## src/verilog/uart_lsr_defs.svh

```systemverilog
// Purpose: constants for the line status flag block
// Assumes: included by bare name from design files
// Notes: bit positions index the 8-bit line status word
`ifndef UART_LSR_DEFS_SVH
`define UART_LSR_DEFS_SVH

// line status bit positions
`define LS_DATA_READY_BIT 0
`define LS_OVERRUN_BIT 1
`define LS_PARITY_BIT 2
`define LS_FRAMING_BIT 3
`define LS_BREAK_BIT 4
`define LS_HOLD_EMPTY_BIT 5
`define LS_TX_EMPTY_BIT 6
`define LS_FIFO_ERR_BIT 7

// reset value: both transmit empties set, no errors, no data
`define LS_RESET_VALUE 8'h60

// buffering
`define LS_FIFO_DEPTH 8
`define LS_CHAR_WIDTH 8

// timing: bit time and clock period in ns
`define LS_CLK_PERIOD_NS 25
`define LS_BIT_TIME_NS 400
`define LS_CYCLES_PER_BIT (`LS_BIT_TIME_NS / `LS_CLK_PERIOD_NS)

// default frame length in bit times (start, 8 data, 1 stop)
`define LS_FRAME_BITS_DEFAULT 4'hA

`endif

```

## src/verilog/uart_lsr_pkg.sv

```systemverilog
// Purpose: types shared by the line status flag block
// Assumes: nothing beyond the defs header
// Notes: structs carry receive characters and the status word
`default_nettype none
package uart_lsr_pkg;

   // character as stored in the receive fifo
   typedef struct packed {
      logic brk;
      logic framing;
      logic parity;
      logic [7:0] data;
   } rx_char_t;

   // character handed over by the receive shifter
   typedef struct packed {
      logic valid;
      logic [7:0] data;
      logic parity_bad;
      logic [1:0] stop_bits;
   } rx_word_t;

   // line status word, bit 7 first
   typedef struct packed {
      logic fifo_error_summary;
      logic transmitter_empty;
      logic holding_register_empty;
      logic break_flag;
      logic framing_error_flag;
      logic parity_error_flag;
      logic overrun_flag;
      logic receive_data_ready;
   } line_status_t;

   // break detector states
   typedef enum logic [1:0] {
      BRK_IDLE,
      BRK_COUNT,
      BRK_HELD
   } brk_state_t;

endpackage
`default_nettype wire

```

## src/verilog/char_fifo.sv

```systemverilog
// Purpose: small synchronous fifo with valid/ready on both sides
// Assumes: one clock, DEPTH a power of two
// Notes: head word is read straight from the storage flops
`timescale 1ns/1ps
`default_nettype none
module char_fifo #(
   parameter int WIDTH = 8,
   parameter int DEPTH = 8
) (
   // clock and reset
   input wire logic clk_i,
   input wire logic reset_n_i,
   // filling side
   input wire logic in_valid_i,
   output logic in_ready_o,
   input wire logic [WIDTH-1:0] in_data_i,
   // draining side
   output logic out_valid_o,
   input wire logic out_ready_i,
   output logic [WIDTH-1:0] out_data_o
);
   localparam int AW = $clog2(DEPTH);

   logic [WIDTH-1:0] mem_reg [DEPTH];
   logic [AW-1:0] wr_ptr_reg;
   logic [AW-1:0] rd_ptr_reg;
   logic [AW:0] count_reg;
   logic push;
   logic pop;

   // handshakes
   assign in_ready_o = (count_reg != (AW+1)'(DEPTH));
   assign out_valid_o = (count_reg != '0);
   assign push = in_valid_i && in_ready_o;
   assign pop = out_valid_o && out_ready_i;
   assign out_data_o = mem_reg[rd_ptr_reg];

   // storage
   always_ff @(posedge clk_i) begin
      if (push) begin
         mem_reg[wr_ptr_reg] <= in_data_i;
      end
   end

   // pointers and fill count
   always_ff @(posedge clk_i or negedge reset_n_i) begin
      if (!reset_n_i) begin
         wr_ptr_reg <= '0;
         rd_ptr_reg <= '0;
         count_reg <= '0;
      end else begin
         if (push) wr_ptr_reg <= wr_ptr_reg + 1'b1;
         if (pop) rd_ptr_reg <= rd_ptr_reg + 1'b1;
         if (push && !pop) count_reg <= count_reg + 1'b1;
         else if (pop && !push) count_reg <= count_reg - 1'b1;
      end
   end
endmodule
`default_nettype wire

```

## src/verilog/break_detect.sv

```systemverilog
// Purpose: flags a break once per low stretch of the receive line that spans frame_bits_i bit ticks
// Assumes: bit_tick_i is a one-cycle pulse per bit time
// Notes: rearms only after the line returns high
`timescale 1ns/1ps
`default_nettype none
module break_detect (
   // clock and reset
   input wire logic clk_i,
   input wire logic reset_n_i,
   // line and timing
   input wire logic rx_i,
   input wire logic bit_tick_i,
   input wire logic [3:0] frame_bits_i,
   // result
   output logic break_o
);
   import uart_lsr_pkg::*;

   brk_state_t state_reg;
   logic [3:0] low_cnt_reg;

   // low-time counter and state
   // one break per condition
   always_ff @(posedge clk_i or negedge reset_n_i) begin
      if (!reset_n_i) begin
         state_reg <= BRK_IDLE;
         low_cnt_reg <= 4'h0;
         break_o <= 1'b0;
      end else begin
         break_o <= 1'b0;
         unique case (state_reg)
            BRK_IDLE: begin
               low_cnt_reg <= 4'h0;
               if (!rx_i) state_reg <= BRK_COUNT;
            end
            BRK_COUNT: begin
               if (rx_i) begin
                  state_reg <= BRK_IDLE;
               end else if (bit_tick_i) begin
                  low_cnt_reg <= low_cnt_reg + 4'h1;
                  if (low_cnt_reg + 4'h1 >= frame_bits_i) begin
                     break_o <= 1'b1;
                     state_reg <= BRK_HELD;
                  end
               end
            end
            BRK_HELD: begin
               if (rx_i) state_reg <= BRK_IDLE;
            end
         endcase
      end
   end
endmodule
`default_nettype wire

```

## src/verilog/uart_line_status.sv

```systemverilog
// Purpose: line status flags of one serial channel, with rx and tx fifos
// Assumes: receive shifter and transmit shifter sit outside this block
// Notes: line_status_o is a snapshot register updated every cycle
`timescale 1ns/1ps
`default_nettype none
`include "uart_lsr_defs.svh"

// Function
// - error summary set while errors buffered
// - status read clears error summary
// - non-fifo: both holders empty sets empty
// - any held character clears transmitter empty
// - fifo mode: fifo and shifter empty
// - non-fifo: character moved to shifter sets hold-empty
// - host write clears hold-empty same cycle
// - hold-empty with enable raises interrupt
// - fifo mode: hold-empty follows fifo emptiness
// - line low one frame sets break
// - one break character per break
// - bad stop bit sets framing error
// - framing error belongs to head character
// - error flags zero after reset
// - parity error belongs to head character
// - full fifo on arrival flags overrun
// - data ready while characters wait
module uart_line_status #(
   parameter int DEPTH = `LS_FIFO_DEPTH,
   parameter int CYCLES_PER_BIT = `LS_CYCLES_PER_BIT
) (
   // clock and reset
   input wire logic clk_i,
   input wire logic reset_n_i,
   // configuration
   input wire logic fifo_mode_i,
   input wire logic thr_int_enable_i,
   input wire logic two_stop_i,
   input wire logic [3:0] frame_bits_i,
   // receive line and shifter
   input wire logic rx_i,
   input wire uart_lsr_pkg::rx_word_t rx_word_i,
   // receive data to host
   input wire logic rx_pop_i,
   output logic [7:0] rx_data_o,
   // host writes to the transmit holding register
   input wire logic thr_write_i,
   input wire logic [7:0] thr_data_i,
   output logic thr_ready_o,
   // transmit shift register
   output logic tx_valid_o,
   output logic [7:0] tx_data_o,
   input wire logic tsr_take_i,
   input wire logic tsr_busy_i,
   // line status read and interrupt
   input wire logic lsr_read_i,
   output var uart_lsr_pkg::line_status_t line_status_o,
   output logic thr_irq_o
);
   import uart_lsr_pkg::*;

   localparam int CW = $clog2(CYCLES_PER_BIT);
   localparam int EW = $clog2(DEPTH + 1);

   logic [CW:0] div_reg;
   logic bit_tick;
   logic break_pulse;
   rx_char_t rx_in;
   rx_char_t rx_head;
   logic rx_complete;
   logic rx_push_ready;
   logic rx_fifo_ready;
   logic rx_valid;
   logic rx_pop;
   logic rx_push;
   logic push_err;
   logic pop_err;
   logic [EW-1:0] err_cnt_reg;
   logic fe_sum_reg;
   logic overrun_reg;
   logic head_ack_reg;
   logic tx_fifo_ready;
   logic tx_empty;
   logic thr_accept;
   logic hre_live;
   logic temt_live;
   line_status_t status_live;

   // bit-rate enable from the system clock
   always_ff @(posedge clk_i or negedge reset_n_i) begin
      if (!reset_n_i) begin
         div_reg <= '0;
      end else if (div_reg == (CW+1)'(CYCLES_PER_BIT - 1)) begin
         div_reg <= '0;
      end else begin
         div_reg <= div_reg + 1'b1;
      end
   end
   assign bit_tick = (div_reg == '0);

   // break detection on the raw line
   break_detect u_break (
      .clk_i(clk_i),
      .reset_n_i(reset_n_i),
      .rx_i(rx_i),
      .bit_tick_i(bit_tick),
      .frame_bits_i(frame_bits_i),
      .break_o(break_pulse)
   );

   // build the stored character; a break enters as a zero character
   always_comb begin
      rx_in.brk = break_pulse;
      rx_in.data = break_pulse ? 8'h00 : rx_word_i.data;
      rx_in.parity = !break_pulse && rx_word_i.parity_bad;
      rx_in.framing = break_pulse ||
         !rx_word_i.stop_bits[0] || (two_stop_i && !rx_word_i.stop_bits[1]);
   end
   assign rx_complete = rx_word_i.valid || break_pulse;

   // one-character holder outside fifo mode
   assign rx_push_ready = fifo_mode_i ? rx_fifo_ready : !rx_valid;
   assign rx_push = rx_complete && rx_push_ready;
   assign rx_pop = rx_valid && rx_pop_i;

   char_fifo #(
      .WIDTH($bits(rx_char_t)),
      .DEPTH(DEPTH)
   ) u_rx_fifo (
      .clk_i(clk_i),
      .reset_n_i(reset_n_i),
      .in_valid_i(rx_complete && rx_push_ready),
      .in_ready_o(rx_fifo_ready),
      .in_data_i(rx_in),
      .out_valid_o(rx_valid),
      .out_ready_i(rx_pop_i),
      .out_data_o(rx_head)
   );
   assign rx_data_o = rx_head.data;

   // count of erroneous characters held in the receive fifo
   assign push_err = rx_push && (rx_in.brk || rx_in.framing || rx_in.parity);
   assign pop_err = rx_pop && (rx_head.brk || rx_head.framing || rx_head.parity);
   always_ff @(posedge clk_i or negedge reset_n_i) begin
      if (!reset_n_i) begin
         err_cnt_reg <= '0;
      end else if (push_err && !pop_err) begin
         err_cnt_reg <= err_cnt_reg + 1'b1;
      end else if (pop_err && !push_err) begin
         err_cnt_reg <= err_cnt_reg - 1'b1;
      end
   end

   // error summary: arrival sets, read or draining clears, set wins
   always_ff @(posedge clk_i or negedge reset_n_i) begin
      if (!reset_n_i) begin
         fe_sum_reg <= 1'b0;
      end else if (push_err) begin
         fe_sum_reg <= 1'b1;
      end else if (lsr_read_i || err_cnt_reg == '0) begin
         fe_sum_reg <= 1'b0;
      end
   end

   // overrun: character lost, fifo left intact
   always_ff @(posedge clk_i or negedge reset_n_i) begin
      if (!reset_n_i) begin
         overrun_reg <= 1'b0;
      end else if (rx_complete && !rx_push_ready) begin
         overrun_reg <= 1'b1;
      end else if (lsr_read_i) begin
         overrun_reg <= 1'b0;
      end
   end

   // head flags are hidden once read, until the head changes
   always_ff @(posedge clk_i or negedge reset_n_i) begin
      if (!reset_n_i) begin
         head_ack_reg <= 1'b0;
      end else if (rx_pop) begin
         head_ack_reg <= 1'b0;
      end else if (lsr_read_i && rx_valid) begin
         head_ack_reg <= 1'b1;
      end
   end

   // transmit holding register, or fifo in fifo mode
   assign thr_ready_o = fifo_mode_i ? tx_fifo_ready : tx_empty;
   assign thr_accept = thr_write_i && thr_ready_o;

   char_fifo #(
      .WIDTH(`LS_CHAR_WIDTH),
      .DEPTH(DEPTH)
   ) u_tx_fifo (
      .clk_i(clk_i),
      .reset_n_i(reset_n_i),
      .in_valid_i(thr_write_i && thr_ready_o),
      .in_ready_o(tx_fifo_ready),
      .in_data_i(thr_data_i),
      .out_valid_o(tx_valid_o),
      .out_ready_i(tsr_take_i),
      .out_data_o(tx_data_o)
   );
   assign tx_empty = !tx_valid_o;

   assign hre_live = tx_empty && !thr_accept;
   assign temt_live = hre_live && !tsr_busy_i;
   assign thr_irq_o = hre_live && thr_int_enable_i;

   // live status word
   always_comb begin
      status_live.fifo_error_summary = fe_sum_reg;
      status_live.transmitter_empty = temt_live;
      status_live.holding_register_empty = hre_live;
      status_live.break_flag = rx_valid && rx_head.brk && !head_ack_reg;
      status_live.framing_error_flag = rx_valid && rx_head.framing && !head_ack_reg;
      status_live.parity_error_flag = rx_valid && rx_head.parity && !head_ack_reg;
      status_live.overrun_flag = overrun_reg;
      status_live.receive_data_ready = rx_valid;
   end

   // registered snapshot presented to the host
   always_ff @(posedge clk_i or negedge reset_n_i) begin
      if (!reset_n_i) begin
         line_status_o <= `LS_RESET_VALUE;
      end else begin
         line_status_o <= status_live;
      end
   end
endmodule
`default_nettype wire

```

## config.mk

```make
export PLATFORM = sky130hd
export DESIGN_NAME = uart_line_status
export DESIGN_NICKNAME = d
export VERILOG_FILES = /design/src/verilog/uart_lsr_pkg.sv /design/src/verilog/char_fifo.sv /design/src/verilog/break_detect.sv /design/src/verilog/uart_line_status.sv
export VERILOG_INCLUDE_DIRS = /design/src /design/src/verilog
export SDC_FILE = /design/constraint.sdc
export NUM_CORES = 1
export LEC_CHECK = 0
export BUFFER_PORTS_ARGS = -buffer_cell sky130_fd_sc_hd__buf_4
export CORE_MARGIN = 1.5
export CORE_UTILIZATION = 64
export DETAILED_ROUTE_END_ITERATION = 10
export GPL_ROUTABILITY_DRIVEN = 0
export PLACE_DENSITY_LB_ADDON = 0.25
export SLEW_MARGIN = 5
export SYNTH_ARGS = -nofsm -noshare
export SYNTH_HDL_FRONTEND = slang
export SYNTH_SLANG_ARGS = --single-unit
```

## constraint.sdc

```tcl
create_clock -name clk_i -period 6.8 [get_ports clk_i]
set_input_delay 0.34 -clock clk_i [delete_from_list [all_inputs] [get_ports clk_i]]
set_output_delay 0.34 -clock clk_i [all_outputs]
set_load 0.01 [all_outputs]
```

== Word level (Yosys, flattened, before mapping) ==
Memories as Yosys holds them, arrays and structs flattened.
Index checks and enable logic that the tools add are counted.
W data, S select, Z words.

* Register bits after elaboration: 47
* Latch bits: 0
* Memory bits (writable): 152
* ROM bits: 0
* Input port bits: 35
* Word-level logic and storage cells: 145
* Memories kept: 2

{| class="wikitable"
|+ Memory list
! memory !! words !! width !! read ports !! clocked after memory_dff !! wr ports !! RTL line !! RTL
|-
| u_rx_fifo.mem_reg || 8 || 11 || 1 || 0 || 1 || char_fifo.sv:24 || <nowiki>logic [WIDTH-1:0] mem_reg [DEPTH];</nowiki>
|-
| u_tx_fifo.mem_reg || 8 || 8 || 1 || 0 || 1 || char_fifo.sv:24 ||
|}

* Add/sub/neg operators: 12
* Multiply operators: 0
* Divide/modulo/power cells: 0
* Order comparisons: 1
* Eq/ne operators: 11
* Shifts and indexed selects: 0
* Mux-type cells: 33
* Bitwise gates (word level): 0
* Reductions and logical operators: 64

{| class="wikitable"
|+ Operators by type and width
! operator !! number
|-
| $mux W4 || 8
|-
| $logic_and A1 B1 Y1 || 27
|-
| $add A4 B1 Y4 const B || 4
|-
| $mux W1 || 16
|-
| $logic_not A1 Y1 || 15
|-
| $reduce_bool A2 Y1 || 7
|-
| $add A3 B1 Y3 const B || 4
|-
| $sub A4 B1 Y4 const B || 3
|-
| $mux W2 || 5
|-
| $logic_or A1 B1 Y1 || 8
|-
| $mux W8 || 1
|-
| $ne A2 B2 Y1 const B || 4
|-
| $ne A4 B4 Y1 const B || 2
|-
| $pmux W4 S2 || 1
|-
| $reduce_bool A4 Y1 || 2
|-
| $pmux W2 S3 || 1
|-
| $add A5 B1 Y5 const B || 1
|-
| $eq A5 B4 Y1 const B || 1
|-
| $logic_not A5 Y1 || 1
|-
| $mux W5 || 1
|-
| $ge A4 B4 Y1 || 1
|-
| $logic_not A4 Y1 || 1
|-
| $reduce_and A4 Y1 || 1
|-
| $ne A3 B2 Y1 const B || 1
|-
| other kinds (5) || 5
|}

== Logic depth before layout (Yosys ltp) ==
* Depth after elaboration: 10
* Mapped depth: 14
* Depth with buffers taken out: 12

== Cells and area by module ==
A second synthesis with hierarchy kept.

* Cells, all modules: 499
* Area, all modules: 8713.4 um^2

{| class="wikitable"
|+ By module, submodules not included
! module !! times used !! cells each !! area an instance (um^2)
|-
| char_fifo (u_rx_fifo) || 1 || 189 || 4012.6
|-
| char_fifo (u_tx_fifo) || 1 || 155 || 3111.7
|-
| uart_line_status || 1 || 98 || 1031.0
|-
| break_detect || 1 || 57 || 558.0
|}

== Worst setup path before layout ==
No wires, ideal clock.

* Kind: flip-flop to flip-flop
* Start: register u_rx_fifo.rd_ptr_reg[0]
* End: register err_cnt_reg[3]
* Library setup time: 0.125 ns
* Data arrival time: 2.641 ns
* Data required time: 6.675 ns
* Path slack: 4.034 ns
* Cell stages (with the launch flop): 14
* Clock period less this slack: 2.766 ns
* Cells stage by stage: dfrtp_1 buf_2 mux4_2 mux2i_1 nand3_1 nand2_1 ha_1 inv_1 ha_1 a21o_1 a21oi_1 xnor2_1 nor2_1 xor2_1

* Cells in the longest elaborated chain, start to end: 7

{| class="wikitable"
|+ Ends and longest elaborated chain
! item !! RTL line !! RTL
|-
| start, declared || char_fifo.sv:26 || <nowiki>logic [AW-1:0] rd_ptr_reg;</nowiki>
|-
| start signal, assigned || char_fifo.sv:53 || <nowiki>if (pop) rd_ptr_reg <= rd_ptr_reg + 1'b1;</nowiki>
|-
| $mem_v2 Z8 W11 * || n/a ||
|-
| $logic_or A1 B1 Y1 || uart_line_status.sv:141 || <nowiki>assign pop_err = rx_pop && (rx_head.brk || rx_head.framing || rx_head.parity);</nowiki>
|-
| $logic_or A1 B1 Y1 * || uart_line_status.sv:141 ||
|-
| $logic_and A1 B1 Y1 * || uart_line_status.sv:141 ||
|-
| $logic_not A1 Y1 || uart_line_status.sv:145 || <nowiki>end else if (push_err && !pop_err) begin</nowiki>
|-
| $logic_and A1 B1 Y1 || uart_line_status.sv:145 ||
|-
| $mux W4 / $reduce_bool A2 Y1 (equally long branches) || n/a ||
|-
| end signal, assigned || uart_line_status.sv:146 || <nowiki>err_cnt_reg <= err_cnt_reg + 1'b1;</nowiki>
|-
| end signal, assigned || uart_line_status.sv:148 || <nowiki>err_cnt_reg <= err_cnt_reg - 1'b1;</nowiki>
|-
| end, declared || uart_line_status.sv:76 || <nowiki>logic [EW-1:0] err_cnt_reg;</nowiki>
|}

Every way passes the cells marked *; elsewhere a longest branch is shown, timed or not.
A chain may end at the register's enable or synchronous reset.

== Worst setup path after layout ==
* Start: register u_rx_fifo.rd_ptr_reg[1]
* End: register err_cnt_reg[3]

Same word-level chain as after synthesis.

==> results.sh <==
export IMPL_post_place_ws_ns=3.25
export IMPL_routedWlPerCell_um=20.5
export IMPL_largest_register_ffs=88
export IMPL_die_h_um=117
export IMPL_reg2reg_depth=12
export IMPL_hold_viol_final=0
export IMPL_core_area_um2=12700
export IMPL_min_path_type="in2reg"
export IMPL_crit_slowest_cell="dfrtp_1"
export IMPL_clock_path_buffers=2
export IMPL_path_max_fanout=24
export IMPL_tightestPinTransition_ns=1.20
export IMPL_syn_nets=532
export IMPL_required_ns=7.11
export IMPL_postRouteAntennaNets=0
export IMPL_fillers=719
export IMPL_dieArea_um2=13800
export IMPL_ff_latch_area_um2=5740
export IMPL_placed_area_um2=8990
export IMPL_fmax_mhz=284
export IMPL_multiInputGateArea_um2=2460
export IMPL_post_cts_resized=0
export IMPL_syn_area_um2=8360
export IMPL_ys_seq_elements=199
export IMPL_crit_top_cell="ha_1"
export IMPL_fin_crit_sh_pct=51.7
export IMPL_hold_buffers=1
export IMPL_r2r_start="u_rx_fifo.rd_ptr_reg[1]"
export IMPL_cts_buffers=17
export IMPL_vias=4297
export IMPL_clock_sinks=199
export IMPL_setup_viol=0
export IMPL_nets=605
export IMPL_cap_violations=0
export IMPL_num_rows=41
export IMPL_area_growth_pct=14.7
export IMPL_min_path_cells=2
export IMPL_grt_max_degree=48
export IMPL_cts_setup_buffers=0
export IMPL_initial_core_util_pct=66.0
export IMPL_slowest_delay_ns=1.09
export IMPL_setup_slack_ns=3.28
export IMPL_track_usage_pct=23.6
export IMPL_synth_ff_type="edfxtp_1"
export IMPL_fin_crit_ns=3.52
export IMPL_crit_buf_inv=1
export IMPL_synth_cell_type_count=53
export IMPL_power_density_nw_per_um2=407
export IMPL_status="finished clean"
export IMPL_rsz0062_at_grt="false"
export IMPL_die_w_um=117
export IMPL_antenna_found_initial=0
export IMPL_ios=62
export IMPL_synth_edff_count=152
export IMPL_finalMaxSlewViolations=0
export IMPL_place_hpwl_um=9650
export IMPL_r2r_end="err_cnt_reg[3]"
export IMPL_firstDrtPassIters=5
export IMPL_final_area_um2=9590
export IMPL_path_cells="mux4_2 > mux2i_1 > nand3_1 > nand2_1 > ha_1 > inv_1 > ha_1 > a21o_1 > a21oi_1 > xnor2_1 > nor2_1 > xor2_1"
export IMPL_tns_ns=0
export IMPL_drt_iter0_drc=330
export IMPL_syn_mean_instance_area_um2=17.8
export IMPL_drive_gt1_share_pct=31.8
export IMPL_synthTopCellsByArea="edfxtp_1, dfrtp_1, mux4_2, ha_1, mux2_2"
export IMPL_synth_cells=471
export IMPL_hold_end="line_status_o[6]"
export IMPL_yosys_top_cells_count="edfxtp_1, dfrtp_1, mux4_2"
export IMPL_cts_max_level=4
export IMPL_drt_wl_total_um=14900
export IMPL_io_buffers=61
export IMPL_rrSetupSlack_ns=3.28
export IMPL_drc=0
export IMPL_diodes=0
export IMPL_yosysMostFrequentCell="edfxtp_1"
export IMPL_cp_top_family="flip-flops"
export IMPL_critPathKind="reg2reg"
export IMPL_viasPerCell=5.89
export IMPL_synth_top_area_share_pct=54.6
export IMPL_yosys_area_top_type="edfxtp_1"
export IMPL_synth_seq_area_share_pct=68.7
export IMPL_grt_pass1_wl_um=24300
export IMPL_critPathLaunchType="flip-flop"
export IMPL_synthArstFlopShare_pct=23.6
export IMPL_power_leakage_nw=3.53
export IMPL_cts_tree="done"
export IMPL_crit_arrival_ns=3.83
export IMPL_clkLatencyLatePin_ns=0.43
export IMPL_clk_pin_slew_ns=0.07
export IMPL_grt_pass1_vias=4660
export IMPL_maxSlewHeadroom_pct=19.6
export IMPL_hold_start="tsr_busy_i"
export IMPL_grt_overflow=0
export IMPL_yosysWarnings=0
export IMPL_skew_ns=0.00631
export IMPL_end_kind="flip-flop"
export IMPL_ir_drop_v=0.000202
export IMPL_root_buffer="clkbuf_16"
==> cells by family (layout without fill, tap and decap cells) <==
kind of cell | Yosys count | in the layout | share of synthesized area [%]
DFF | 199 | 199 | 68.7
and+or+nand+nor | 101 | 101 | 6.78
muxes | 65 | 65 | 13.9
buffers and inverters | 32 | 118 | 1.92
adders and majority gates | 26 | 26 | 4.16
AOI/OAI and AO/OA | 24 | 24 | 2.01
xor gates and xnor gates | 24 | 24 | 2.60
==> per-stage QoR <==
stage               power, W  cells  hold WS (ns)  utilization [%]
floorplan            0.00256    471        0.0444                -
global placement     0.00287    696         0.370             71.0
detailed placement   0.00294    696         0.374             71.0
CTS                  0.00393    729        0.0174             75.7
global route         0.00409    729        0.0249             75.7
finish               0.00390    729        0.0312             75.7
==> final cells by class <==
class	count	share of cell area (%)
sequential	199	59.9
multi-input combinational	240	25.6
timing repair buffer	70	5.50
clock buffer	19	4.51
tap	172	2.24
clock inverter	13	1.63
inverter	16	0.626
==> routing by layer <==
| layer | global-route usage (%) | vias to the layer above | share of wire (%) |
|---|---|---|---|
| li1 | - | 1946 | - |
| met1 | 30.9 | 2212 | 40 |
| met2 | 39.7 | 121 | 54 |
| met3 | 5.69 | 18 | 5.1 |
| met4 | 7.48 | 0 | 1.2 |
| met5 | 0 | - | 0 |
==> power by group <==
group,total [W],leakage [nW],internal (W),switching (W)
Clock,0.000990,0.266,0.000575,0.000415
Sequential,0.00176,1.95,0.00151,0.000251
Combinational,0.00115,1.32,0.000664,0.000489
==> cell usage in the layout, fill, tap and decap left out, types with 2 or more instances in the layout <==
master	instances
xnor2_1	16
nor2b_1	11
nor3_1	6
dfrtp_1	45
a21o_1	2
inv_1	15
mux2_2	22
fa_1	3
ha_1	23
mux2i_1	4
nand2b_1	6
o21ai_0	5
o21a_1	2
clkbuf_1	2
buf_4	69
o31ai_1	2
and2_1	3
nor4_1	2
clkinv_1	2
nor2_1	17
clkbuf_16	17
dfstp_2	2
nand2_1	26
edfxtp_1	152
nand3b_1	2
a21oi_1	6
nand2_2	3
mux4_2	38
nor3_2	2
nor3b_1	4
clkinvlp_4	6
bufinv_16	3
xor2_1	7
nand3_1	9
==> worst max path at each step <==
stage | from | endpoint | slack (ns) | cells past startpoint
global route | u_rx_fifo.rd_ptr_reg[1] | err_cnt_reg[3] | 3.02 | 12
CTS | u_rx_fifo.rd_ptr_reg[1] | err_cnt_reg[3] | 3.22 | 12
global placement | u_rx_fifo.rd_ptr_reg[1] | err_cnt_reg[3] | 3.42 | 12
detailed placement | u_rx_fifo.rd_ptr_reg[1] | err_cnt_reg[3] | 3.25 | 12
floorplan | u_rx_fifo.rd_ptr_reg[0] | err_cnt_reg[3] | 4.03 | 13
finish | u_rx_fifo.rd_ptr_reg[1] | err_cnt_reg[3] | 3.28 | 12
No activity file was read; power rests on OpenSTA's default activity.
